==> src/design/mcl_pkg.sv <==
// Shared constants, register layout and helpers for the codec serial link
package mcl_pkg;

  // ****************************************************************
  // Timing
  // ****************************************************************
  localparam int CLK_PERIOD_NS = 10;
  localparam int COLD_MIN_NS   = 1000;
  localparam int WARM_MIN_NS   = 1000;
  localparam int READY_NS      = 2000;
  // Least times round up to whole cycles
  localparam logic [7:0] COLD_CYC  = 8'((COLD_MIN_NS + CLK_PERIOD_NS - 1) / CLK_PERIOD_NS);
  localparam logic [7:0] WARM_CYC  = 8'((WARM_MIN_NS + CLK_PERIOD_NS - 1) / CLK_PERIOD_NS);
  localparam logic [7:0] READY_CYC = 8'((READY_NS + CLK_PERIOD_NS - 1) / CLK_PERIOD_NS);
  localparam logic [7:0] STRAP_CNT = 8'h02;

  // ****************************************************************
  // Frame layout
  // ****************************************************************
  localparam logic [7:0] LAST_POS   = 8'hFF;
  localparam int         SLOT_LINE1 = 5;
  localparam int         SLOT_LINE2 = 10;
  localparam logic [1:0] ID_PRIMARY = 2'h3;

  // ****************************************************************
  // Control space
  // ****************************************************************
  localparam logic [6:0]  REG_RESET_IDX = 7'h3C;
  localparam logic [6:0]  REG_PWR_IDX   = 7'h3E;
  localparam logic [6:0]  REG_LINK_IDX  = 7'h56;
  localparam logic [15:0] REG_DEFAULT   = 16'h0000;
  localparam int PWR_ADC1_BIT  = 10;
  localparam int PWR_DAC1_BIT  = 11;
  localparam int PWR_ADC2_BIT  = 12;
  localparam int PWR_DAC2_BIT  = 13;
  localparam int LINK_HALT_BIT = 12;

  // ****************************************************************
  // Bus register offsets (bytes)
  // ****************************************************************
  localparam logic [4:0] AV_STATUS = 5'h00;
  localparam logic [4:0] AV_DAC1   = 5'h04;
  localparam logic [4:0] AV_DAC2   = 5'h08;
  localparam logic [4:0] AV_ADC1   = 5'h0C;
  localparam logic [4:0] AV_ADC2   = 5'h10;
  localparam logic [4:0] AV_FRAMES = 5'h14;
  localparam logic       AV_WAIT_RST = 1'b1;

  // Position of the last bit of a slot within the frame
  function automatic logic [7:0] slot_last(input int n);
    return 8'(16 + 20 * n - 1);
  endfunction

  // Tag of slot n in the captured slot-0 bits 15..3
  function automatic logic tag_of(input logic [12:0] tags, input int n);
    return tags[12 - n];
  endfunction

endpackage

==> src/design/mcl_pins_if.sv <==
// Synchronised link pins passed from the sampler to the codec core
`timescale 1ns/1ps
`default_nettype none
interface mcl_pins_if;
  logic       bclk_rise;
  logic       bclk_fall;
  logic       mclk_rise;
  logic       sync_s;
  logic       sdo_s;
  logic       rst_n_s;
  logic [1:0] id_s;
  modport smp  (output bclk_rise, bclk_fall, mclk_rise, sync_s, sdo_s, rst_n_s, id_s);
  modport core (input  bclk_rise, bclk_fall, mclk_rise, sync_s, sdo_s, rst_n_s, id_s);
endinterface
`default_nettype wire

==> src/design/mcl_link_sampler.sv <==
// Two-stage synchronisers and edge finders for the link pins
`timescale 1ns/1ps
`default_nettype none
module mcl_link_sampler (
  input  wire logic       clk,
  input  wire logic       sys_rst,
  input  wire logic       mclk,
  input  wire logic       bclk_sense,
  input  wire logic       link_sync,
  input  wire logic       link_sdo,
  input  wire logic       link_rst_n,
  input  wire logic [1:0] id_strap,
  mcl_pins_if.smp         pins
);
  typedef struct packed {
    logic [6:0] s1;
    logic [6:0] s2;
    logic       bclk_prev;
    logic       mclk_prev;
  } mcl_smp_t;

  mcl_smp_t st_q;
  mcl_smp_t st_d;

  // First stage feeds only the second stage
  always_comb begin
    st_d           = st_q;
    st_d.s1        = {id_strap, mclk, link_rst_n, link_sdo, link_sync, bclk_sense};
    st_d.s2        = st_q.s1;
    st_d.bclk_prev = st_q.s2[0];
    st_d.mclk_prev = st_q.s2[4];
  end

  always_ff @(posedge clk) begin
    if (sys_rst) begin
      st_q <= '0;
    end else begin
      st_q <= st_d;
    end
  end

  // Edges and levels from the second stage
  assign pins.bclk_rise = st_q.s2[0] & ~st_q.bclk_prev;
  assign pins.bclk_fall = ~st_q.s2[0] & st_q.bclk_prev;
  assign pins.mclk_rise = st_q.s2[4] & ~st_q.mclk_prev;
  assign pins.sync_s    = st_q.s2[1];
  assign pins.sdo_s     = st_q.s2[2];
  assign pins.rst_n_s   = st_q.s2[3];
  assign pins.id_s      = st_q.s2[6:5];
endmodule
`default_nettype wire

==> src/design/mcl_codec_link.sv <==
// Codec end of the five-wire serial link with control space and bus slave
//
// Register access over Avalon-MM and the register offsets are this design's own decisions.
`timescale 1ns/1ps
`default_nettype none
module mcl_codec_link #(
  parameter int unsigned REG_WORDS = 64
) (
  input  wire logic        clk,
  input  wire logic        sys_rst,
  input  wire logic        mclk,
  input  wire logic        bclk_sense,
  output logic             bclk_drive,
  output logic             bclk_oe,
  input  wire logic        link_sync,
  input  wire logic        link_sdo,
  output logic             link_sdi,
  input  wire logic        link_rst_n,
  input  wire logic [1:0]  id_strap,
  input  wire logic [4:0]  avs_address,
  input  wire logic        avs_read,
  input  wire logic        avs_write,
  input  wire logic [31:0] avs_writedata,
  output logic [31:0]      avs_readdata,
  output logic             avs_waitrequest
);
  import mcl_pkg::*;

  typedef struct packed {
    logic                       strap_done;
    logic                       primary;
    logic [7:0]                 cold_cnt;
    logic [7:0]                 warm_cnt;
    logic [7:0]                 rdy_cnt;
    logic                       bclk;
    logic                       sdi;
    logic                       in_frame;
    logic                       sync_prev;
    logic [7:0]                 pos;
    logic [19:0]                sr;
    logic [12:0]                tags;
    logic                       cmd_rd;
    logic [6:0]                 cmd_idx;
    logic [REG_WORDS-1:0][15:0] regs;
    logic                       rsp_pend;
    logic [6:0]                 rsp_idx;
    logic [15:0]                rsp_data;
    logic [1:0][15:0]           dac;
    logic [1:0]                 dac_full;
    logic [1:0][15:0]           adc;
    logic [1:0]                 adc_pend;
    logic [255:0]               tx_sh;
    logic [15:0]                frames;
    logic                       av_wait;
    logic [31:0]                av_rdata;
  } mcl_state_t;

  mcl_state_t   st_q;
  mcl_state_t   st_d;
  mcl_pins_if   pins ();
  logic         ready;
  logic         halt;
  logic [1:0]   pd_dac;
  logic [1:0]   pd_adc;
  logic [1:0]   req_n;
  logic         t1;
  logic         t2;
  logic         t5;
  logic         t10;
  logic [15:0]  s0;
  logic [19:0]  s1;
  logic [19:0]  s2;
  logic [19:0]  s5;
  logic [19:0]  s10;
  logic [255:0] frame;
  logic [19:0]  sr_n;
  logic [1:0]   adc_wr;
  logic         edge_seen;
  logic         frame_start;
  logic         cold_hit;
  logic         warm_hit;
  logic         ev_write;
  logic         ev_read;
  logic         ev_regrst;

  mcl_link_sampler u_sampler (
    .clk        (clk),
    .sys_rst    (sys_rst),
    .mclk       (mclk),
    .bclk_sense (bclk_sense),
    .link_sync  (link_sync),
    .link_sdo   (link_sdo),
    .link_rst_n (link_rst_n),
    .id_strap   (id_strap),
    .pins       (pins)
  );

  // ****************************************************************
  // Next-state logic
  // ****************************************************************
  always_comb begin
    st_d        = st_q;
    adc_wr      = 2'h0;
    ev_write    = 1'b0;
    ev_read     = 1'b0;
    ev_regrst   = 1'b0;
    sr_n        = {st_q.sr[18:0], pins.sdo_s};
    ready       = (st_q.rdy_cnt == READY_CYC);
    halt        = st_q.regs[REG_LINK_IDX[6:1]][LINK_HALT_BIT];
    pd_dac      = {st_q.regs[REG_PWR_IDX[6:1]][PWR_DAC2_BIT],
                   st_q.regs[REG_PWR_IDX[6:1]][PWR_DAC1_BIT]};
    pd_adc      = {st_q.regs[REG_PWR_IDX[6:1]][PWR_ADC2_BIT],
                   st_q.regs[REG_PWR_IDX[6:1]][PWR_ADC1_BIT]};
    edge_seen   = pins.bclk_rise | pins.bclk_fall;
    // sync rise seen on a falling edge
    frame_start = pins.bclk_fall & pins.sync_s & ~st_q.sync_prev;
    cold_hit    = ~pins.rst_n_s & (st_q.cold_cnt >= COLD_CYC);
    warm_hit    = pins.sync_s & (st_q.warm_cnt >= WARM_CYC);

    // request decision; power-down keeps it active; halt forces high
    req_n[0] = halt | ~(pd_dac[0] | ~st_q.dac_full[0]);
    req_n[1] = halt | ~(pd_dac[1] | ~st_q.dac_full[1]);
    // ready bit and tags of the incoming frame
    t1  = ready;
    t2  = ready & st_q.rsp_pend;
    t5  = ready & st_q.adc_pend[0] & ~pd_adc[0] & ~halt;
    t10 = ready & st_q.adc_pend[1] & ~pd_adc[1] & ~halt;
    // tag for slot n at bit 15 minus n
    s0  = {ready, t1, t2, 2'h0, t5, 4'h0, t10, 5'h00};
    s1  = t1 ? {1'b0, st_q.rsp_pend ? st_q.rsp_idx : 7'h00, 2'h0, req_n[0], 4'h0,
                req_n[1], 4'h0} : 20'h00000;
    s2  = t2 ? {st_q.rsp_data, 4'h0} : 20'h00000;
    s5  = t5 ? {st_q.adc[0], 4'h0} : 20'h00000;
    s10 = t10 ? {st_q.adc[1], 4'h0} : 20'h00000;
    // 16 + 12 x 20 bits fill the frame
    frame = {s0, s1, s2, 40'h0, s5, 80'h0, s10, 40'h0};

    // Strap caught shortly after reset release, once rst sync is settled
    if (!st_q.strap_done && st_q.rdy_cnt == STRAP_CNT) begin
      st_d.primary    = (pins.id_s == ID_PRIMARY);
      st_d.strap_done = 1'b1;
    end
    // ready after settling time, held off while reset pin is low
    if (!pins.rst_n_s) begin
      st_d.rdy_cnt = 8'h00;
    end else if (st_q.rdy_cnt != READY_CYC) begin
      st_d.rdy_cnt = st_q.rdy_cnt + 8'h01;
    end
    // toggle on each master clock rise; stopped during reset pin low
    if (!st_q.primary || !pins.rst_n_s) begin
      st_d.bclk = 1'b0;
    end else if (pins.mclk_rise) begin
      st_d.bclk = ~st_q.bclk;
    end
    // time reset pin low with no bit clock
    st_d.cold_cnt = (!pins.rst_n_s && !edge_seen && st_q.cold_cnt != 8'hFF) ?
                    st_q.cold_cnt + 8'h01 : ((!pins.rst_n_s && !edge_seen) ? 8'hFF : 8'h00);
    // time sync high with no bit clock
    st_d.warm_cnt = (pins.sync_s && !edge_seen && st_q.warm_cnt != 8'hFF) ?
                    st_q.warm_cnt + 8'h01 : ((pins.sync_s && !edge_seen) ? 8'hFF : 8'h00);

    // Bus slave: one wait cycle, then a single acknowledge
    if ((avs_read || avs_write) && st_q.av_wait) begin
      st_d.av_wait  = 1'b0;
      st_d.av_rdata = 32'h00000000;
      if (avs_read) begin
        case (avs_address)
          AV_STATUS: st_d.av_rdata = {25'h0, st_q.primary, st_q.adc_pend, st_q.dac_full,
                                      st_q.in_frame, ready};
          AV_DAC1: begin
            st_d.av_rdata    = {16'h0000, st_q.dac[0]};
            st_d.dac_full[0] = 1'b0;
          end
          AV_DAC2: begin
            st_d.av_rdata    = {16'h0000, st_q.dac[1]};
            st_d.dac_full[1] = 1'b0;
          end
          AV_ADC1:   st_d.av_rdata = {16'h0000, st_q.adc[0]};
          AV_ADC2:   st_d.av_rdata = {16'h0000, st_q.adc[1]};
          AV_FRAMES: st_d.av_rdata = {16'h0000, st_q.frames};
          default:   st_d.av_rdata = 32'h00000000;
        endcase
      end else begin
        case (avs_address)
          AV_ADC1: begin
            st_d.adc[0] = avs_writedata[15:0];
            adc_wr[0]   = 1'b1;
          end
          AV_ADC2: begin
            st_d.adc[1] = avs_writedata[15:0];
            adc_wr[1]   = 1'b1;
          end
          default: st_d.av_wait = 1'b0;
        endcase
      end
    end else begin
      st_d.av_wait = AV_WAIT_RST;
    end

    // outgoing data sampled on bit clock fall
    if (pins.bclk_fall) begin
      st_d.sync_prev = pins.sync_s;
      if (st_q.in_frame) begin
        st_d.sr = sr_n;
        // frame-valid bit and twelve slot tags
        if (st_q.pos == slot_last(0)) begin
          st_d.tags = sr_n[15:3];
        end
        if (st_q.pos == slot_last(1)) begin
          st_d.cmd_rd  = sr_n[19];
          st_d.cmd_idx = sr_n[18:12];
        end
        if (st_q.pos == slot_last(2) && st_q.tags[12] && tag_of(st_q.tags, 1)) begin
          ev_read   = st_q.cmd_rd;
          ev_write  = ~st_q.cmd_rd & ~st_q.cmd_idx[0] & tag_of(st_q.tags, 2);
          ev_regrst = ~st_q.cmd_rd & (st_q.cmd_idx == REG_RESET_IDX);
          if (ev_read) begin
            st_d.rsp_pend = 1'b1;
            st_d.rsp_idx  = st_q.cmd_idx;
            st_d.rsp_data = st_q.cmd_idx[0] ? 16'h0000 : st_q.regs[st_q.cmd_idx[6:1]];
          end
          // register reset restores the control space only
          if (ev_regrst) begin
            for (int i = 0; i < int'(REG_WORDS); i++) begin
              st_d.regs[i] = REG_DEFAULT;
            end
          // write data from slot 2 bits 19:4
          end else if (ev_write) begin
            st_d.regs[st_q.cmd_idx[6:1]] = sr_n[19:4];
          end
        end
        // Line sample capture when tagged and powered
        if (st_q.pos == slot_last(SLOT_LINE1) && tag_of(st_q.tags, SLOT_LINE1) && !pd_dac[0]) begin
          st_d.dac[0]      = sr_n[19:4];
          st_d.dac_full[0] = 1'b1;
        end
        if (st_q.pos == slot_last(SLOT_LINE2) && tag_of(st_q.tags, SLOT_LINE2) && !pd_dac[1]) begin
          st_d.dac[1]      = sr_n[19:4];
          st_d.dac_full[1] = 1'b1;
        end
        st_d.in_frame = (st_q.pos != LAST_POS);
        st_d.pos      = st_q.pos + 8'h01;
      end
      // load the incoming frame and retire what it carries
      if (frame_start) begin
        st_d.in_frame = 1'b1;
        st_d.pos      = 8'h00;
        st_d.tx_sh    = frame;
        st_d.frames   = st_q.frames + 16'h0001;
        if (t2) begin
          st_d.rsp_pend = 1'b0;
        end
        st_d.adc_pend = st_q.adc_pend & ~{t10, t5};
      end
    end
    // Bus writes win over retirement in the same cycle
    st_d.adc_pend = st_d.adc_pend | adc_wr;

    // incoming data changes on bit clock rise
    if (pins.bclk_rise) begin
      st_d.sdi   = st_q.in_frame & st_q.tx_sh[255];
      st_d.tx_sh = {st_q.tx_sh[254:0], 1'b0};
    end

    // warm reset restarts framing, control space untouched
    if (warm_hit) begin
      st_d.in_frame  = 1'b0;
      st_d.pos       = 8'h00;
      st_d.tx_sh     = '0;
      st_d.sdi       = 1'b0;
      st_d.rdy_cnt   = 8'h00;
      st_d.rsp_pend  = 1'b0;
      st_d.sync_prev = 1'b1;
    end
    // cold reset returns everything but the cold timer to defaults
    if (cold_hit) begin
      st_d          = '0;
      st_d.av_wait  = AV_WAIT_RST;
      st_d.cold_cnt = st_q.cold_cnt;
    end
  end

  // control space only changes by command, cold reset or sys_rst, so a halted link keeps it
  always_ff @(posedge clk) begin
    if (sys_rst) begin
      st_q         <= '0;
      st_q.av_wait <= AV_WAIT_RST;
    end else begin
      st_q <= st_d;
    end
  end

  // secondary never drives the bit clock
  assign bclk_drive      = st_q.bclk;
  assign bclk_oe         = st_q.primary;
  assign link_sdi        = st_q.sdi;
  assign avs_readdata    = st_q.av_rdata;
  assign avs_waitrequest = st_q.av_wait;
endmodule
`default_nettype wire

==> config.mk <==
export PLATFORM = sky130hd
export DESIGN_NAME = mcl_codec_link
export DESIGN_NICKNAME = d
export VERILOG_FILES = /design/src/design/mcl_pkg.sv /design/src/design/mcl_pins_if.sv /design/src/design/mcl_link_sampler.sv /design/src/design/mcl_codec_link.sv
export SDC_FILE = /design/constraint.sdc
export NUM_CORES = 2
export LEC_CHECK = 0
export ABC_AREA = 1
export BUFFER_PORTS_ARGS = -buffer_cell sky130_fd_sc_hd__buf_2
export CAP_MARGIN = 20
export CORE_ASPECT_RATIO = 0.6
export CORE_MARGIN = 8
export CORE_UTILIZATION = 40
export DETAILED_ROUTE_END_ITERATION = 16
export PLACE_DENSITY_LB_ADDON = 0.25
export RECOVER_POWER = 50
export SLEW_MARGIN = 10
export SYNTH_ARGS = -nofsm -noshare
export SYNTH_HDL_FRONTEND = slang
export SYNTH_SLANG_ARGS = --single-unit
==> constraint.sdc <==
create_clock -name clk -period 2.5 [get_ports clk]
set_input_delay 0.5 -clock clk [delete_from_list [all_inputs] [get_ports clk]]
set_output_delay 0.5 -clock clk [all_outputs]
set_load 0.005 [all_outputs]
==> metrics.txt <==
status finished, final reports clean; mux contribution to synthesized area 0%; Worst Tran Pin Value 1160 ps; row cnt 113; Final Cell Area 0.0734 mm2; routability cong. 0.899; final worst-path cycle share 98.7%; syn avg cell area 6.87 um2; Finished Layout Cells 11365; drt drc 0; Seq/Total Area, Yosys 45.5%; Mapped Cells 9254; Cell Chain, Critical Path inv_1, nor2_4, buf_4, buf_12, buf_4, nand3_1, nand2_1, o21ai_0, buf_4, nand2_1, nor2_1, nand2_1, nand2_1, a21oi_1; worst slack, placed -167 ps; top_reg_cell synth dfxtp_1; Simple-Gate Fraction of Synth Area 20.2%; Synth async-reset ratio 0%; Worst Setup End Kind register; Yosys warnings 0; CTS tree built; Critical Setup Path Class register to register; post-layout min period 2470 ps; # setup viols final 0; worst vdd ir 733 uV; first-pass GRT wire length 315000 um; max_cap viols 0; main combinational cell family by area after synthesis compound AO/OA/AOI/OAI gates; HPWL after DPL 129000 um; PwrDens 616 mW/mm2; Slowest cell on crit path dfxtp_4; fraction of final layout cells with drive strength greater than 1 9.24%; critical path startpoint category register; Pwr Total 45.2 mW; vias in the first global route 53418; CP arrival 3150 ps; Initial Util 40.2%; Reg clk slew, reported paths 70 ps; Buf+Inv Stages, Crit Path 5; Worst Setup Slack, final 32.9 ps; RSZ-0062 raised after global routing true; adder-cell share of the synthesized area 0.216%; CTS H-tree lvls 4; Worst EP required 3190 ps; placeable core area 0.158 mm2; Cell variety after synth 40; Fmax 0.405 GHz; worst clock skew 30.6 ps; Placed Area 0.0685 mm2; drt total wl 206000 um; Final Hold Viols 0; CTS Buf Count 137; commonest non-fill, non-tap cell in the layout nand2_1; Leak 29.6 nW; initial DRC count 6852; Crit path top cell by count nand2_1; WL/cell 18.1 um; largest net degree at the start of global routing 172; Slew Viols, Final 0; Syn-to-layout area delta 15.4%; compound-gate portion of the synthesized area 21.5%; Congestion Overflow GR 0; total global routing track utilization 22.8%; post-detailed-route count of antenna-violating nets 0; placed cell count 11084; clock latency on the worst-skew pair 780 ps; vias per cell 5.26; initial antenna violation count 9; die width 531 um; vias 59817; I/O pin total 84; Mapped Area 0.0636 mm2; FILL cells 15833; Die Area 0.172 mm2; Relative slew margins 22.5%; Final nets 9191; crit path max fanout 37; Seq cells post-synth 1447; number of synthesized flops with an enable pin 0; IO Port Bufs 51; maximum clock path buffer count 3; die height 325 um; Max stage delay on crit path 400 ps; post-synthesis xor/xnor area fraction 0.179%; clock root cell clkbuf_16; min-delay worst type primary input to register; commonest non-fill, non-tap cells in the layout 1728 x nand2_1, 1444 x dfxtp_1, 1321 x o21ai_0; Crit path max-delay family buffers and inverters; Min Hold Slack 148 ps; DR pass1 iterations 7; clk sinks 1447
metal layers:
| layer | wire length [um] | track usage, % | up-vias | part of all wire (%) |
|---|---|---|---|---|
| met2 | 80800 | 31.0 | 2183 | 39 |
| met3 | 21000 | 5.25 | 224 | 10 |
| met1 | 101000 | 35.7 | 28040 | 49 |
| met5 | 7 | 0 | - | 0.0034 |
| met4 | 3410 | 5.21 | 2 | 1.7 |
| li1 | - | - | 29368 | - |
worst min-delay path, cell delays in order:
cell    delay, ps
buf_2          90
buf_4         200
nor2_1         60
registers in the layout, summed over array words and instances (netlist names), 2 cells and up:
register             count
sr_n                    19
u_sampler.st_q           2
u_sampler.st_d           9
u_sampler.pins.id_s      2
pd_dac                   2
st_q                  1387
pd_adc                   2
avs_readdata            16
Yosys cell counts, types with 4 or more instances:
master,number,share of area (%)
nand4_1,21,0.21
nand2_1,1731,10
nor4_1,4,0.039
nor3_1,26,0.20
o21ai_0,1333,10
o22ai_1,28,0.28
clkinv_1,9,0.053
nor2_2,30,0.30
a21oi_1,1302,10
inv_2,15,0.089
o221ai_1,7,0.096
nor2_1,437,2.6
buf_2,110,0.87
nor3_2,6,0.094
dfxtp_1,1447,46
ha_1,11,0.22
nor3b_1,42,0.50
buf_4,33,0.39
xor2_1,10,0.14
nand3_1,676,5.3
or2_2,65,0.64
buf_1,24,0.14
clkbuf_1,607,3.6
inv_1,1236,7.3
o211ai_1,18,0.21
power by group:
group | switching, mW | total [mW] | leakage [nW] | internal (mW)
Clock | 9.59 | 21.2 | 2.18 | 11.6
Combinational | 0.607 | 0.869 | 15.7 | 0.262
Sequential | 0.0182 | 23.1 | 11.7 | 23.1
Total | 10.2 | 45.2 | 29.6 | 35.0
final timing paths:
check | slack [ps] | start | cells past startpoint | endpoint
setup / recovery | 30 | st_q[1424] | 14 | st_q[374]
hold reg to reg | 400 | u_sampler.st_d[5] | 2 | u_sampler.pins.rst_n_s
hold / removal | 150 | sys_rst | 3 | u_sampler.st_d[4]
setup reg to reg | 30 | st_q[1424] | 14 | st_q[374]
timing repair:
action	in CTS	in global routing
pin swaps	1	3
resized for setup	7	45
gates cloned	1	3
hold buffers	23	0
endpoints found under the setup margin	187	970
endpoints found under the hold margin	23	0
setup buffers	3	7
layout make-up:
cell class,instances,area [um2],share of cell area (%)
diodes,2,5.00,0.00682
clock buffers,192,3870,5.27
clock inverters,51,572,0.779
inverters,1260,4750,6.48
multi-input cells,5786,27000,36.7
flip-flops and latches,1447,29000,39.5
well taps,2127,2660,3.63
repair buffers,500,5590,7.62
logic make-up after synthesis:
kind of cell,count (synthesis)
compound gates,2703
xor+xnor,13
fa+ha+maj,11
buf+inv,2036
flops,1447
other cells,1
simple gates,3043
per-stage QoR:
step / setup TNS, ps / util, %
2_1_floorplan: 0 / -
3_3_place_gp: -14140 / 43.3
3_5_place_dp: -13760 / 43.3
4_1_cts: 0 / 46.3
5_1_grt: -74.1 / 46.4
6_report: 0 / 46.4
Note: power is estimated with default switching activity, not from simulation.
